### src/core/eai_pkg.sv
// Constants for the image auto-init loader and its serial reader.
// Assumes one 100 MHz clock; a byte-wide serial memory holds the image.
package eai_pkg;
  ////////////////////////////////////////////////////////////////////////
  // Register indices; byte address is four times the index
  localparam logic [5:0] IDX_CFG1 = 6'h00;
  localparam logic [5:0] IDX_STAT = 6'h01;
  localparam logic [5:0] IDX_HWP = 6'h06;
  localparam logic [5:0] IDX_OPST = 6'h18;
  localparam logic [5:0] IDX_BITW = 6'h1E;
  localparam logic [5:0] IDX_FAIL = 6'h24;
  // Image word locations
  localparam logic [12:0] A_CSUM = 13'h0051;
  localparam logic [12:0] CSUM_EXCL_LO = 13'h0030;
  localparam logic [12:0] CSUM_EXCL_HI = 13'h0048;
  localparam int IMAGE_WORDS_DEF = 8192;
  ////////////////////////////////////////////////////////////////////////
  // Bit positions
  localparam int B_EXEC = 4;
  localparam int B_ENA = 6;
  localparam int B_RBF = 0;
  localparam int B_CKF = 1;
  localparam int B_SOFT = 10;
  localparam int B_AUTO = 15;
  localparam int B_HWP_APF = 3;
  localparam int B_HWP_RBF = 13;
  localparam int B_LFAIL = 0;
  localparam int B_LOCK = 8;
  localparam int B_PAR = 10;
  localparam int B_RTA = 11;
  localparam logic [15:0] CFG1_RST = 16'h0000;
  localparam logic [15:0] ZERO16 = 16'h0000;
  ////////////////////////////////////////////////////////////////////////
  // Timing
  localparam int CLK_NS = 10;
  localparam int STRAP_NS = 200;
  localparam int STRAP_CYC = (STRAP_NS + CLK_NS - 1) / CLK_NS;
  localparam int SPI_HALF_CYC = 4;
  localparam logic [7:0] SPI_CMD_READ = 8'h03;
  // Loader states
  typedef enum logic [3:0] {
    EAI_STRAP, EAI_SPI, EAI_HI, EAI_LO, EAI_WR, EAI_RB, EAI_CMP,
    EAI_END, EAI_FLAG, EAI_READY
  } eai_state_e;
endpackage : eai_pkg

### src/core/eai_spi_if.sv
// Byte stream link between the loader and the serial reader.
// Assumes both ends run on the same clock.
interface eai_spi_if;
  logic start; // Pulse: begin read at byte 0
  logic stop; // Pulse: end read, release select
  logic byte_vld; // Pulse: a byte arrived
  logic [7:0] byte_dat; // Arrived byte
  modport ld (output start, stop, input byte_vld, byte_dat);
  modport rd (input start, stop, output byte_vld, byte_dat);
endinterface : eai_spi_if

### src/core/eai_loader.sv
// Image auto-init loader with checksum, read-back check and start logic.
// Assumes a classic Wishbone master, a same-clock RAM with one-cycle
// read latency on the mem_* port, and a serial memory on spi_* pins.
module eai_loader import eai_pkg::*; #(
  parameter int IMAGE_WORDS = IMAGE_WORDS_DEF,
  parameter int DIV = SPI_HALF_CYC
) (
  input wire logic mclk, // Device clock, 100 MHz
  input wire logic arst_n, // Async reset, active low
  input wire logic ce, // Clock enable, freezes state
  input wire logic wb_cyc_i, // Bus cycle
  input wire logic wb_stb_i, // Bus strobe
  input wire logic wb_we_i, // Write enable
  input wire logic [7:0] wb_adr_i, // Byte address
  input wire logic [31:0] wb_dat_i, // Write data
  input wire logic [3:0] wb_sel_i, // Byte lanes
  output logic [31:0] wb_dat_o, // Read data
  output logic wb_ack_o, // Acknowledge
  input wire logic auto_init_enable_pin, // Auto-init enable strap
  input wire logic [4:0] rt_addr_pin, // Terminal address pins
  input wire logic rt_par_pin, // Address parity pin
  input wire logic addr_lock_pin, // Address lock strap
  output logic ready, // Device ready
  output logic irq, // Interrupt request
  output logic mem_we, // RAM write strobe
  output logic [12:0] mem_addr, // RAM word address
  output logic [15:0] mem_wdata, // RAM write data
  input wire logic [15:0] mem_rdata, // RAM read data, one cycle late
  output logic spi_sck, // Serial clock
  output logic spi_cs_n, // Serial select, active low
  output logic spi_mosi, // Serial data out
  input wire logic spi_miso // Serial data in
);
  ////////////////////////////////////////////////////////////////////////
  // Declarations
  eai_spi_if spi (); // Byte stream link
  eai_state_e st_q; // Loader state
  logic [7:0] pin_s1_q, pin_s2_q; // Strap synchroniser
  logic [4:0] strap_cnt_q; // Delay after reset release
  logic auto_q; // Latched enable strap
  logic lock_q; // Latched lock strap
  logic loaded_q; // An image was loaded
  logic [12:0] addr_q; // Current word address
  logic [7:0] hi_q; // Upper byte of word
  logic [15:0] word_q; // Assembled image word
  logic [15:0] sum_q; // Running checksum tally
  logic [15:0] csum_img_q; // Stored checksum from image
  logic img_exec_q, img_ena_q; // Image start and enable bits
  logic [15:0] cfg1_q; // Master config one
  logic [15:0] op_q; // Terminal operational status
  logic ckf_q, rbf_q; // Status error flags
  logic hwp_rbf_q; // Pending read-back flag
  logic lfail_q; // Load fail in BIT word
  logic [12:0] fail_addr_q; // First mismatch address
  logic ack_q; // Bus acknowledge
  logic [31:0] dat_q; // Bus read data
  logic apf; // Address parity fail
  logic wr_go, rd_go; // Bus access taken
  logic [5:0] idx; // Register index
  logic [15:0] wd; // Written half word
  logic excl; // Location left out of sum
  logic is_cfg1, is_opst, is_mem; // Location kinds
  logic chk; // Location is verified
  logic [15:0] rbv, expv; // Read-back and expected
  logic soft_go; // Soft reset request
  logic w_stat; // Status write
  logic start_ok; // Self-start allowed
  logic last; // Last image word
  logic irq_q_w; // Error interrupt pending
  assign idx = wb_adr_i[7:2];
  assign wd = wb_dat_i[15:0];
  assign wr_go = wb_cyc_i & wb_stb_i & wb_we_i & ~ack_q
    & (&wb_sel_i[1:0]);
  assign rd_go = wb_cyc_i & wb_stb_i & ~wb_we_i & ~ack_q;
  assign w_stat = wr_go & (idx == IDX_STAT) & ready;
  assign soft_go = w_stat & wd[B_SOFT];
  assign wb_ack_o = ack_q;
  assign wb_dat_o = dat_q;
  assign irq = ready & irq_q_w;
  // Odd parity over latched address and parity
  assign apf = ~(^op_q[15:B_PAR]);
  assign is_cfg1 = (addr_q == {7'h00, IDX_CFG1});
  assign is_opst = (addr_q == {7'h00, IDX_OPST});
  assign is_mem = (addr_q != {7'h00, IDX_CFG1})
    & (addr_q != {7'h00, IDX_STAT}) & (addr_q != {7'h00, IDX_HWP})
    & (addr_q != {7'h00, IDX_OPST}) & (addr_q != {7'h00, IDX_BITW})
    & (addr_q != {7'h00, IDX_FAIL});
  assign excl = (addr_q >= CSUM_EXCL_LO) & (addr_q <= CSUM_EXCL_HI);
  // Op status loaded from the image only when lock was low
  assign chk = is_mem | is_cfg1 | (is_opst & ~lock_q);
  assign last = (addr_q == 13'(IMAGE_WORDS - 1));
  // Both image bits, good parity, clean load
  assign start_ok = img_exec_q & img_ena_q & ~apf & ~rbf_q
    & (sum_q == ZERO16);
  ////////////////////////////////////////////////////////////////////////
  // Read-back mux for verify
  always_comb begin
    rbv = mem_rdata;
    expv = word_q;
    if (is_cfg1) begin
      // Execute start is held low during load
      rbv = cfg1_q & ~(16'h0001 << B_EXEC);
      expv = word_q & ~(16'h0001 << B_EXEC);
    end else if (is_opst) begin
      rbv = op_q;
    end
  end
  ////////////////////////////////////////////////////////////////////////
  // Serial reader
  eai_spi_rd #(.DIV(DIV)) u_rd (
    .mclk(mclk),
    .arst_n(arst_n),
    .ce(ce),
    .bus(spi),
    .spi_sck(spi_sck),
    .spi_cs_n(spi_cs_n),
    .spi_mosi(spi_mosi),
    .spi_miso(spi_miso)
  );
  ////////////////////////////////////////////////////////////////////////
  // Strap pin synchroniser
  always_ff @(posedge mclk or negedge arst_n) begin
    if (!arst_n) begin
      pin_s1_q <= 8'h00;
      pin_s2_q <= 8'h00;
    end else if (ce) begin
      pin_s1_q <= {auto_init_enable_pin, addr_lock_pin, rt_par_pin,
        rt_addr_pin};
      pin_s2_q <= pin_s1_q;
    end
  end
  ////////////////////////////////////////////////////////////////////////
  // Loader sequence
  always_ff @(posedge mclk or negedge arst_n) begin
    if (!arst_n) begin
      st_q <= EAI_STRAP;
      strap_cnt_q <= 5'h00;
      auto_q <= 1'b0;
      lock_q <= 1'b0;
      loaded_q <= 1'b0;
      addr_q <= 13'h0000;
      hi_q <= 8'h00;
      word_q <= ZERO16;
      sum_q <= ZERO16;
      csum_img_q <= ZERO16;
      img_exec_q <= 1'b0;
      img_ena_q <= 1'b0;
      spi.start <= 1'b0;
      spi.stop <= 1'b0;
      mem_we <= 1'b0;
      mem_addr <= 13'h0000;
      mem_wdata <= ZERO16;
      ready <= 1'b0;
    end else if (ce) begin
      spi.start <= 1'b0;
      spi.stop <= 1'b0;
      mem_we <= 1'b0;
      case (st_q)
        EAI_STRAP: begin
          // Wait the strap delay, then latch the straps
          strap_cnt_q <= strap_cnt_q + 5'h01;
          if (strap_cnt_q == 5'(STRAP_CYC - 1)) begin
            auto_q <= pin_s2_q[7];
            lock_q <= pin_s2_q[6];
            // Load only with enable strap high
            st_q <= pin_s2_q[7] ? EAI_SPI : EAI_END;
          end
        end
        EAI_SPI: begin
          // Ready held low through the load
          ready <= 1'b0;
          addr_q <= 13'h0000;
          sum_q <= ZERO16;
          loaded_q <= 1'b1;
          spi.start <= 1'b1;
          st_q <= EAI_HI;
        end
        EAI_HI: begin
          // Even byte is the upper half
          if (spi.byte_vld) begin
            hi_q <= spi.byte_dat;
            st_q <= EAI_LO;
          end
        end
        EAI_LO: begin
          if (spi.byte_vld) begin
            word_q <= {hi_q, spi.byte_dat};
            // Write now so the RAM holds it before the read-back
            mem_addr <= addr_q;
            mem_wdata <= {hi_q, spi.byte_dat};
            mem_we <= is_mem;
            st_q <= EAI_WR;
          end
        end
        EAI_WR: begin
          if (is_cfg1) begin
            img_exec_q <= word_q[B_EXEC];
            img_ena_q <= word_q[B_ENA];
          end
          if (addr_q == A_CSUM) begin
            csum_img_q <= word_q;
          end
          // Add stored checksum and each value outside 0x0030 to 0x0048
          if (!excl) begin
            sum_q <= sum_q + word_q;
          end
          st_q <= EAI_RB;
        end
        EAI_RB: begin
          // RAM read data arrives next cycle
          st_q <= EAI_CMP;
        end
        EAI_CMP: begin
          if (last) begin
            spi.stop <= 1'b1;
            st_q <= EAI_END;
          end else begin
            addr_q <= addr_q + 13'h0001;
            st_q <= EAI_HI;
          end
        end
        EAI_END: begin
          // Stored checksum into its RAM word
          if (loaded_q) begin
            mem_we <= 1'b1;
            mem_addr <= A_CSUM;
            mem_wdata <= csum_img_q;
          end
          ready <= 1'b1;
          st_q <= EAI_FLAG;
        end
        EAI_FLAG: begin
          st_q <= EAI_READY;
        end
        EAI_READY: begin
          if (soft_go) begin
            ready <= 1'b0;
            st_q <= auto_q ? EAI_SPI : EAI_END;
          end
        end
        default: begin
          st_q <= EAI_STRAP;
        end
      endcase
    end
  end
  ////////////////////////////////////////////////////////////////////////
  // Read-back failure flag and first fail address
  always_ff @(posedge mclk or negedge arst_n) begin
    if (!arst_n) begin
      rbf_q <= 1'b0;
      fail_addr_q <= 13'h0000;
    end else if (ce) begin
      if (st_q == EAI_SPI) begin
        rbf_q <= 1'b0;
      end else if (st_q == EAI_CMP && chk && !rbf_q && rbv != expv) begin
        // Only the first one is logged
        rbf_q <= 1'b1;
        fail_addr_q <= addr_q;
      end else if (w_stat && wd[B_RBF] && st_q != EAI_FLAG) begin
        rbf_q <= 1'b0;
      end
    end
  end
  ////////////////////////////////////////////////////////////////////////
  // Error flags raised after ready
  always_ff @(posedge mclk or negedge arst_n) begin
    if (!arst_n) begin
      ckf_q <= 1'b0;
      hwp_rbf_q <= 1'b0;
      lfail_q <= 1'b0;
      irq_q_w <= 1'b0;
    end else if (ce) begin
      if (st_q == EAI_FLAG && loaded_q) begin
        ckf_q <= ckf_q | (sum_q != ZERO16);
        hwp_rbf_q <= hwp_rbf_q | rbf_q;
        lfail_q <= lfail_q | rbf_q | (sum_q != ZERO16);
        irq_q_w <= irq_q_w | rbf_q | (sum_q != ZERO16);
      end else begin
        if (soft_go) begin
          lfail_q <= 1'b0;
        end
        if (w_stat && wd[B_CKF]) begin
          ckf_q <= 1'b0;
        end
        if (wr_go && idx == IDX_HWP && wd[B_HWP_RBF] && ready) begin
          hwp_rbf_q <= 1'b0;
        end
        if (w_stat && (wd[B_CKF] || wd[B_RBF])) begin
          irq_q_w <= 1'b0;
        end
      end
    end
  end
  ////////////////////////////////////////////////////////////////////////
  // Master config one
  always_ff @(posedge mclk or negedge arst_n) begin
    if (!arst_n) begin
      cfg1_q <= CFG1_RST;
    end else if (ce) begin
      if (st_q == EAI_WR && is_cfg1) begin
        // Image word never sets execute start; start_ok sets it at the end
        cfg1_q <= word_q & ~(16'h0001 << B_EXEC);
      end else if (st_q == EAI_END && loaded_q) begin
        cfg1_q[B_EXEC] <= start_ok;
      end else if (soft_go) begin
        cfg1_q[B_EXEC] <= 1'b0;
      end else if (wr_go && idx == IDX_CFG1 && ready) begin
        cfg1_q <= wd;
        // Load errors do not block the host
        cfg1_q[B_EXEC] <= wd[B_EXEC] & wd[B_ENA] & ~apf;
      end
    end
  end
  ////////////////////////////////////////////////////////////////////////
  // Terminal operational status
  always_ff @(posedge mclk or negedge arst_n) begin
    if (!arst_n) begin
      op_q <= ZERO16;
    end else if (ce) begin
      if (st_q == EAI_STRAP && strap_cnt_q == 5'(STRAP_CYC - 1)) begin
        // Pins latched after the strap delay
        op_q <= {pin_s2_q[4:0], pin_s2_q[5], 1'b0, pin_s2_q[6], 8'h00};
      end else if (st_q == EAI_WR && is_opst && !lock_q) begin
        op_q <= word_q;
      end else if (wr_go && idx == IDX_OPST && ready) begin
        op_q <= wd;
      end
    end
  end
  ////////////////////////////////////////////////////////////////////////
  // Bus slave: one wait state, unmapped reads as zero once ready
  always_ff @(posedge mclk or negedge arst_n) begin
    if (!arst_n) begin
      ack_q <= 1'b0;
      dat_q <= 32'h00000000;
    end else if (ce) begin
      ack_q <= wb_cyc_i & wb_stb_i & ~ack_q;
      if (rd_go) begin
        dat_q <= 32'h00000000;
        if (!ready) begin
          // Not ready: every read shows the status word
          dat_q[15:0] <= {auto_q, 13'h0000, ckf_q, rbf_q};
        end else begin
          case (idx)
            IDX_CFG1: dat_q[15:0] <= cfg1_q;
            IDX_STAT: dat_q[15:0] <= {auto_q, 13'h0000, ckf_q, rbf_q};
            IDX_HWP: dat_q[15:0] <= {2'b00, hwp_rbf_q, 9'h000, apf,
              3'b000};
            IDX_OPST: dat_q[15:0] <= op_q;
            IDX_BITW: dat_q[15:0] <= {15'h0000, lfail_q};
            IDX_FAIL: dat_q[15:0] <= {3'b000, fail_addr_q};
            default: dat_q <= 32'h00000000;
          endcase
        end
      end
    end
  end
endmodule : eai_loader

### src/core/eai_spi_rd.sv
// Serial memory reader: read command at address 0, then byte stream.
// Assumes a mode 0 memory that shifts data out on falling clock edges.
module eai_spi_rd import eai_pkg::*; #(
  parameter int DIV = SPI_HALF_CYC
) (
  input wire logic mclk, // Device clock
  input wire logic arst_n, // Async reset, active low
  input wire logic ce, // Clock enable
  eai_spi_if.rd bus, // Byte stream to loader
  output logic spi_sck, // Serial clock out
  output logic spi_cs_n, // Chip select, active low
  output logic spi_mosi, // Serial data out
  input wire logic spi_miso // Serial data in
);
  logic miso_s1_q, miso_s2_q; // Input synchroniser
  logic run_q; // Transfer active
  logic hdr_q; // Sending command and address
  logic [7:0] div_q; // Half period counter
  logic [4:0] cnt_q; // Bit counter
  logic [23:0] sr_q; // Outgoing shift register
  logic [7:0] in_q; // Incoming bits
  logic fall; // Falling clock edge this cycle
  assign fall = run_q & spi_sck & (div_q == 8'(DIV - 1));
  assign spi_mosi = sr_q[23];
  ////////////////////////////////////////////////////////////////////////
  // Two flops before the data line is used
  always_ff @(posedge mclk or negedge arst_n) begin
    if (!arst_n) begin
      miso_s1_q <= 1'b0;
      miso_s2_q <= 1'b0;
    end else if (ce) begin
      miso_s1_q <= spi_miso;
      miso_s2_q <= miso_s1_q;
    end
  end
  // Clock divider, shifting and byte assembly
  always_ff @(posedge mclk or negedge arst_n) begin
    if (!arst_n) begin
      run_q <= 1'b0;
      hdr_q <= 1'b0;
      div_q <= 8'h00;
      cnt_q <= 5'h00;
      sr_q <= 24'h000000;
      in_q <= 8'h00;
      spi_sck <= 1'b0;
      spi_cs_n <= 1'b1;
      bus.byte_vld <= 1'b0;
      bus.byte_dat <= 8'h00;
    end else if (ce) begin
      bus.byte_vld <= 1'b0;
      if (bus.start) begin
        run_q <= 1'b1;
        hdr_q <= 1'b1;
        div_q <= 8'h00;
        cnt_q <= 5'h00;
        sr_q <= {SPI_CMD_READ, 16'h0000};
        spi_sck <= 1'b0;
        spi_cs_n <= 1'b0;
      end else if (bus.stop) begin
        run_q <= 1'b0;
        spi_sck <= 1'b0;
        spi_cs_n <= 1'b1;
      end else if (run_q) begin
        if (div_q == 8'(DIV - 1)) begin
          div_q <= 8'h00;
          spi_sck <= ~spi_sck;
        end else begin
          div_q <= div_q + 8'h01;
        end
        if (fall && hdr_q) begin
          // Header bits leave on falling edges
          sr_q <= {sr_q[22:0], 1'b0};
          cnt_q <= (cnt_q == 5'd23) ? 5'h00 : cnt_q + 5'h01;
          hdr_q <= (cnt_q != 5'd23);
        end else if (fall) begin
          // Sample just before the falling edge
          in_q <= {in_q[6:0], miso_s2_q};
          cnt_q <= (cnt_q == 5'd7) ? 5'h00 : cnt_q + 5'h01;
          if (cnt_q == 5'd7) begin
            bus.byte_vld <= 1'b1;
            bus.byte_dat <= {in_q[6:0], miso_s2_q};
          end
        end
      end
    end
  end
endmodule : eai_spi_rd

### config.mk
export PLATFORM = sky130hd
export DESIGN_NAME = eai_loader
export DESIGN_NICKNAME = d
export VERILOG_FILES = /design/src/core/eai_pkg.sv /design/src/core/eai_spi_if.sv /design/src/core/eai_loader.sv /design/src/core/eai_spi_rd.sv
export SDC_FILE = /design/constraint.sdc
export NUM_CORES = 1
export LEC_CHECK = 0
export ABC_AREA = 1
export ABC_CLOCK_PERIOD_IN_PS = 2990
export BUFFER_PORTS_ARGS = -buffer_cell sky130_fd_sc_hd__buf_2
export CAP_MARGIN = 20
export CORE_ASPECT_RATIO = 0.5
export CORE_MARGIN = 4
export CORE_UTILIZATION = 61
export CTS_BUF_LIST = sky130_fd_sc_hd__clkbuf_8
export CTS_CLUSTER_SIZE = 14
export DETAILED_ROUTE_END_ITERATION = 8
export GPL_ROUTABILITY_DRIVEN = 0
export PLACE_DENSITY = 0.83
export RECOVER_POWER = 50
export SLEW_MARGIN = 20
export SYNTH_ARGS = -nofsm -noshare
export SYNTH_HDL_FRONTEND = slang
export SYNTH_SLANG_ARGS = --single-unit
### constraint.sdc
create_clock -name mclk -period 2.99 [get_ports mclk]
set_input_delay 0.299 -clock mclk [delete_from_list [all_inputs] [get_ports mclk]]
set_output_delay 0.299 -clock mclk [all_outputs]
set_load 0.05 [all_outputs]
**Word-level counts from Yosys, hierarchy flattened**

Cells that the tools add are included.

- Order comparisons: 2
- Reductions and logical operators: 79
- Add/sub/neg operators: 5
- Muxes and demuxes: 85
- Bitwise operators: 44
- Eq/ne operators: 39

Operators with widths:

| cell | number |
|---|---|
| $mux W16 | 11 |
| $mux W24 | 4 |
| $pmux W16 S6 | 1 |
| $pmux W16 S2 | 2 |
| $pmux W13 S2 | 2 |
| $mux W5 | 8 |
| $pmux W4 S10 | 1 |
| $mux W13 | 3 |
| $mux W1 | 36 |
| $reduce_and A3 Y1 | 11 |
| $mux W8 | 4 |
| $and A1 B1 Y1 | 26 |
| $ne A13 B5 Y1 const B | 2 |
| $mux W4 | 6 |
| $reduce_and A2 Y1 | 12 |
| $mux W11 | 2 |
| $reduce_bool A2 Y1 | 11 |
| $logic_and A1 B1 Y1 | 21 |
| $reduce_bool A3 Y1 | 6 |
| $add A16 B16 Y16 | 1 |
| $eq A4 B3 Y1 const B | 4 |
| $logic_not A16 Y1 | 1 |
| $ne A16 B16 Y1 | 1 |
| $reduce_and A4 Y1 | 4 |
| other kinds (42) | 74 |

- Bits in registers: 258
- Bits of input ports: 75
- Output and inout bits: 68
- Word-level logic and storage cells: 297

**Longest topological paths before layout**

- Depth after elaboration: 13
- Mapped depth: 19
- Depth with buffers taken out: 17

**Hierarchy**

A second synthesis with hierarchy kept.

- Cell total of the unflattened synthesis: 1663
- Area total of the unflattened synthesis: 12886.1 µm²

By module, submodules not included:

| module | instances | sequential area each (µm²) | cells each | area each (µm²) |
|---|---|---|---|---|
| eai_loader | 1 | 4979.8 | 1420 | 10786.6 |
| eai_spi_rd | 1 | 1077.3 | 243 | 2099.5 |

**Worst setup path after synthesis**

No wires, ideal clock.

- Kind: register -> register
- Start: reg addr_q[0]
- End: reg fail_addr_q[8]
- Required time: 2.873 ns
- Buffers on the path: 2
- Period minus slack after synthesis: 2.290 ns
- Cell stages (with the launch flop): 18
- Arrival: 2.173 ns
- Path slack: 0.700 ns
- Setup time: 0.117 ns
- Cells stage by stage: dfrtp_1 inv_1 ha_1 nand3_1 nor2_4 buf_4 nand3_1 nand3_1 nand2_1 nand2_1 nand2_1 nor2_1 nand2_1 nor2_1 nand2_2 buf_2 nand3_1 nand2_1

- Cells in the longest elaborated chain, start to end: 12
- Elaborated cells between the ends (all ways): 24
- Classes of those cells: eq/ne: 7; mux: 3; bitwise: 8; reduce/logical: 6

Ends and longest elaborated chain:

| item | line | RTL |
|---|---|---|
| start, declared | eai_loader.sv:43 | `logic [12:0] addr_q;` |
| start signal, assigned | eai_loader.sv:218 | `addr_q <= addr_q + 13'h0001;` |
| $ne A13 B1 Y1 / $reduce_bool A13 Y1 (equally long branches) | eai_loader.sv:85, eai_loader.sv:84 |  |
| $and A1 B1 Y1 (2 in a row) | eai_loader.sv:85 | `& (addr_q != {7'h00, IDX_STAT}) & (addr_q != {7'h00, IDX_HWP})` |
| $and A1 B1 Y1 (2 in a row) | eai_loader.sv:86 | `& (addr_q != {7'h00, IDX_OPST}) & (addr_q != {7'h00, IDX_BITW})` |
| $and A1 B1 Y1 | eai_loader.sv:87 | `& (addr_q != {7'h00, IDX_FAIL});` |
| $or A1 B1 Y1 (2 in a row) | eai_loader.sv:90 | `assign chk = is_mem \| is_cfg1 \| (is_opst & ~lock_q);` |
| $logic_and A1 B1 Y1 (2 in a row) | eai_loader.sv:256 | `end else if (st_q == EAI_CMP && chk && !rbf_q && rbv != expv) begin` |
| $logic_and A1 B1 Y1 (*) | eai_loader.sv:256 |  |
| $reduce_and A3 Y1 (no source line) (*) | -- |  |
| end signal, assigned | eai_loader.sv:259 | `fail_addr_q <= addr_q;` |
| end, declared | eai_loader.sv:54 | `logic [12:0] fail_addr_q;` |

Every way passes the cells marked *; elsewhere a longest branch is shown, timed or not.
A chain may end at the register's enable or synchronous reset.

**Final worst setup path**

- Start: reg addr_q[1]
- End: reg op_q[13]

- Cells in the longest elaborated chain, start to end: 5
- Elaborated cells between the ends (all ways): 7
- Classes of those cells: eq/ne: 1; mux: 2; reduce/logical: 4

Ends and longest elaborated chain:

| item | line | RTL |
|---|---|---|
| $eq A13 B5 Y1 (*) | eai_loader.sv:83 | `assign is_opst = (addr_q == {7'h00, IDX_OPST});` |
| $logic_and A1 B1 Y1 (*) (2 in a row) | eai_loader.sv:324 | `end else if (st_q == EAI_WR && is_opst && !lock_q) begin` |
| $reduce_bool A3 Y1 (no source line) / $mux W16 (equally long branches) | -- |  |
| $reduce_and A2 Y1 (no source line) / $mux W16 (equally long branches) | -- |  |
| end signal, assigned | eai_loader.sv:323 | `op_q <= {pin_s2_q[4:0], pin_s2_q[5], 1'b0, pin_s2_q[6], 8'h00};` |
| end signal, assigned | eai_loader.sv:325 | `op_q <= word_q;` |
| end signal, assigned | eai_loader.sv:327 | `op_q <= wd;` |
| end, declared | eai_loader.sv:50 | `logic [15:0] op_q;` |

Marks and branches as above.

==> qor.txt <==
Synth top area share: 48.2%
Final Hold Viols: 0
#FFs+latches synth: 242
Die X: 211 um
PortBufs: 106
Syn avg cell area: 7.87 um2
Hold Crit Class: input pin to flip-flop
Worst-path maximum fanout: 17
Std cell rows: 36
RSZ-0062 raised after global routing: no
Layout cells sized above 1: 11.8%
Minimum clock period: 2.79 ns
Total global-route track usage: 30.6%
Std-Cell Core Area: 19800 um2
Overflow after GRT: 0
Synth cell count leaders: nand2_1 (381), dfrtp_1 (241), inv_1 (206)
CP Data Required Time: 3.46 ns
Starting density of the core: 63.2%
Antenna-violating nets left: 0
Routed vias/inst: 5.88
Antenna violations before repair: 0
Inserted Diodes: 0
Largest net degree at the start of global routing: 82
Failing checks: DRC, capacitance limit, slew limit
Cts bufs inserted: 35
Ys flop type: dfrtp_1
Die height: 109 um
Highest Clock Rate: 0.359 GHz
Post-synth EDFFs: 0
Worst Hold Depth: 3
CTS tree: done
Initial DRC Count: 1516
Least-Margin Pin Slew: 2.04 ns
Fin crit share: 93.2%
Layout area overhead: 12.5%
Initial DRT Pass Iterations: 8
Cells after synthesis: 1592
Post-route DRC: 2
Clk buf depth: 3
Yosys top cell by area: dfrtp_1
Dpl ws: 0.130 ns
Status: finished, violations left
Layout Skew: 0.0164 ns
Clock slew at reported path FFs: 0.07 ns
Final WL: 35600 um
I/O pin count: 143
WHS Endpoint: op_q[9]
Fin Setup TNS: 0 ns
Root Buffer Master: clkbuf_8
Final #Nets: 1811
Wirelength per Cell: 17.7 um
# H-tree levels: 2
Ranking of synthesized cells by area: dfrtp_1 (48%), nand2_1 (11%), o21ai_0 (7.7%)
Hold wc startpoint: wb_dat_i[9]
Element type at the critical path end: flip-flop
P per Cell Area: 947 nW/um2
Final Slew Violations: 81
Total clock sinks: 242
Critical R2R Launch: addr_q[1]
Post-synth ARST share: 100%
Synth warn: 0
RR Endpoint: op_q[13]
Sequential share of the synthesized area: 48.4%
Kind of critical path: flip-flop to flip-flop
Die area: 23000 um2
Yosys cell types: 47
Maximum vdd drop: 0.544 mV
Number of global-route vias before repair: 11.1k
Worst skew pair latency: 0.55 ns
Critical Path Source: addr_q[1]
Reg2Reg Depth: 13
Flop2flop setup slack: 0.20 ns
# setup viols final: 0
Maxcap violations: 1
Via total after detailed routing: 11.8k
LEAKAGE: 7.06 nW
Critical Path AT: 3.25 ns
Detailed Place HPWL: 25400 um
Most numerous cell in the Yosys netlist: nand2_1
Slew margin rel.: -36.1%
First-pass GRT wire length: 56300 um
Setup ws final: 0.204 ns
Fillers: 1501
Critical Path Source Type: flip-flop
Mapped cell area: 12500 um2
## through the flow
step                      instances  power, mW  hold slack (ns)  instance area [um2]  utilization (%)
after detailed placement       1930       10.5            0.334                13300             67.0
after global placement         1930       10.2            0.328                13300             67.0
after floorplan                1607       9.03          0.00341                12600                -
after CTS                      2002       13.2           0.0881                14100             71.0
final                          2004       13.3            0.110                14100             71.1
after global routing           2004       14.1            0.137                14100             71.1
## metal layers
| layer | GRT usage (%) | vias to the layer above | routed length [um] |
|---|---|---|---|
| met5 | 0 | - | 0 |
| met2 | 50.5 | 700 | 16400 |
| met1 | 41.0 | 5506 | 14000 |
| met3 | 7.53 | 110 | 4130 |
| li1 | - | 5458 | - |
| met4 | 9.11 | 0 | 1030 |
## power breakdown
part           internal, mW  switching (mW)  total [mW]
clock                  1.38            1.32        2.70
sequential             4.16           0.721        4.88
combinational          1.67            4.08        5.76
## cells in the final DEF, fill, tap and decap left out, types with 3 or more instances in the layout
master         netlist  layout
nand3_1            104     104
nor2_2               5       7
inv_2                4       5
nand2_1            381     381
xor2_1               9       9
clkinv_2             0       3
buf_2               14     102
conb_1               1      16
nand2_2              4       3
nor4_1               7       7
nor2_1             122     120
clkbuf_8             0      46
buf_4               18      20
o22ai_1             27      27
o21ai_0            192     192
a211oi_1             3       3
o31ai_1              3       3
a221oi_1            14      14
a21oi_1             59      59
a31oi_1             24      24
clkbuf_1            37       7
o211ai_1            20      20
xnor2_1              7       7
dlygate4sd3_1        0      10
nand4_1             14      14
nand2_4              3       3
dfrtp_1            241     241
nor3_1              17      17
ha_1                22      22
inv_1              206     216
## kinds of logic after synthesis
logic type	after synthesis	share of synthesized area [%]
multiplexers	2	0.180
other	1	0.0299
flip-flops	242	48.4
AO/OA/AOI/OAI	357	16.1
XOR/XNOR	16	1.12
AND/OR/NAND/NOR	664	22.2
buffers and inverters	287	9.60
adder cells (fa/ha/maj)	23	2.36
## registers in the layout (all words and copies together) (netlist names), 13 cells and up
| register | cells |
|---|---|
| addr_q | 13 |
| cfg1_q | 16 |
| csum_img_q | 16 |
| fail_addr_q | 13 |
| mem_addr | 13 |
| mem_wdata | 16 |
| op_q | 16 |
| sum_q | 16 |
| wb_dat_o | 16 |
| word_q | 16 |
## how the worst max path moves through the flow
stage                     end  slack (ns)  cells past startpoint
2_1_floorplan  fail_addr_q[8]        0.70                     17
3_3_place_gp   fail_addr_q[9]        0.23                     16
3_5_place_dp   fail_addr_q[0]        0.13                     16
4_1_cts        fail_addr_q[8]        0.07                     16
5_1_grt            word_q[14]        0.03                      3
6_report             op_q[13]        0.20                     13
## final cells by class
class / instances / area (um2) / area share [%]
flip-flops and latches: 242 / 6060 / 43.0
multi-input cells: 1078 / 5350 / 38.0
repair buffers: 143 / 843 / 5.98
inverters: 213 / 805 / 5.71
clock buffers: 46 / 633 / 4.49
well taps: 266 / 333 / 2.36
clock inverters: 16 / 72.6 / 0.515
## timing repair
| item | in CTS | in global routing |
|---|---|---|
| setup buffers | 0 | 2 |
| endpoints found under the hold margin | 87 | 0 |
| setup endpoints to repair | 0 | 30 |
| hold buffers | 10 | 0 |
| resized for setup | 0 | 6 |
## critical path, stage by stage, from the launching register on
cell      delay, ns
dfrtp_1        0.46
inv_1          0.15
ha_1           0.23
nand3_1        0.16
nor2_4         0.25
nand2_4        0.17
inv_1          0.17
nand3_1        0.22
inv_1          0.30
buf_4          0.24
o21ai_0        0.10
nand2_1        0.07
o211ai_1       0.09
o21ai_0        0.09
Power figures use the tool's default switching activity.
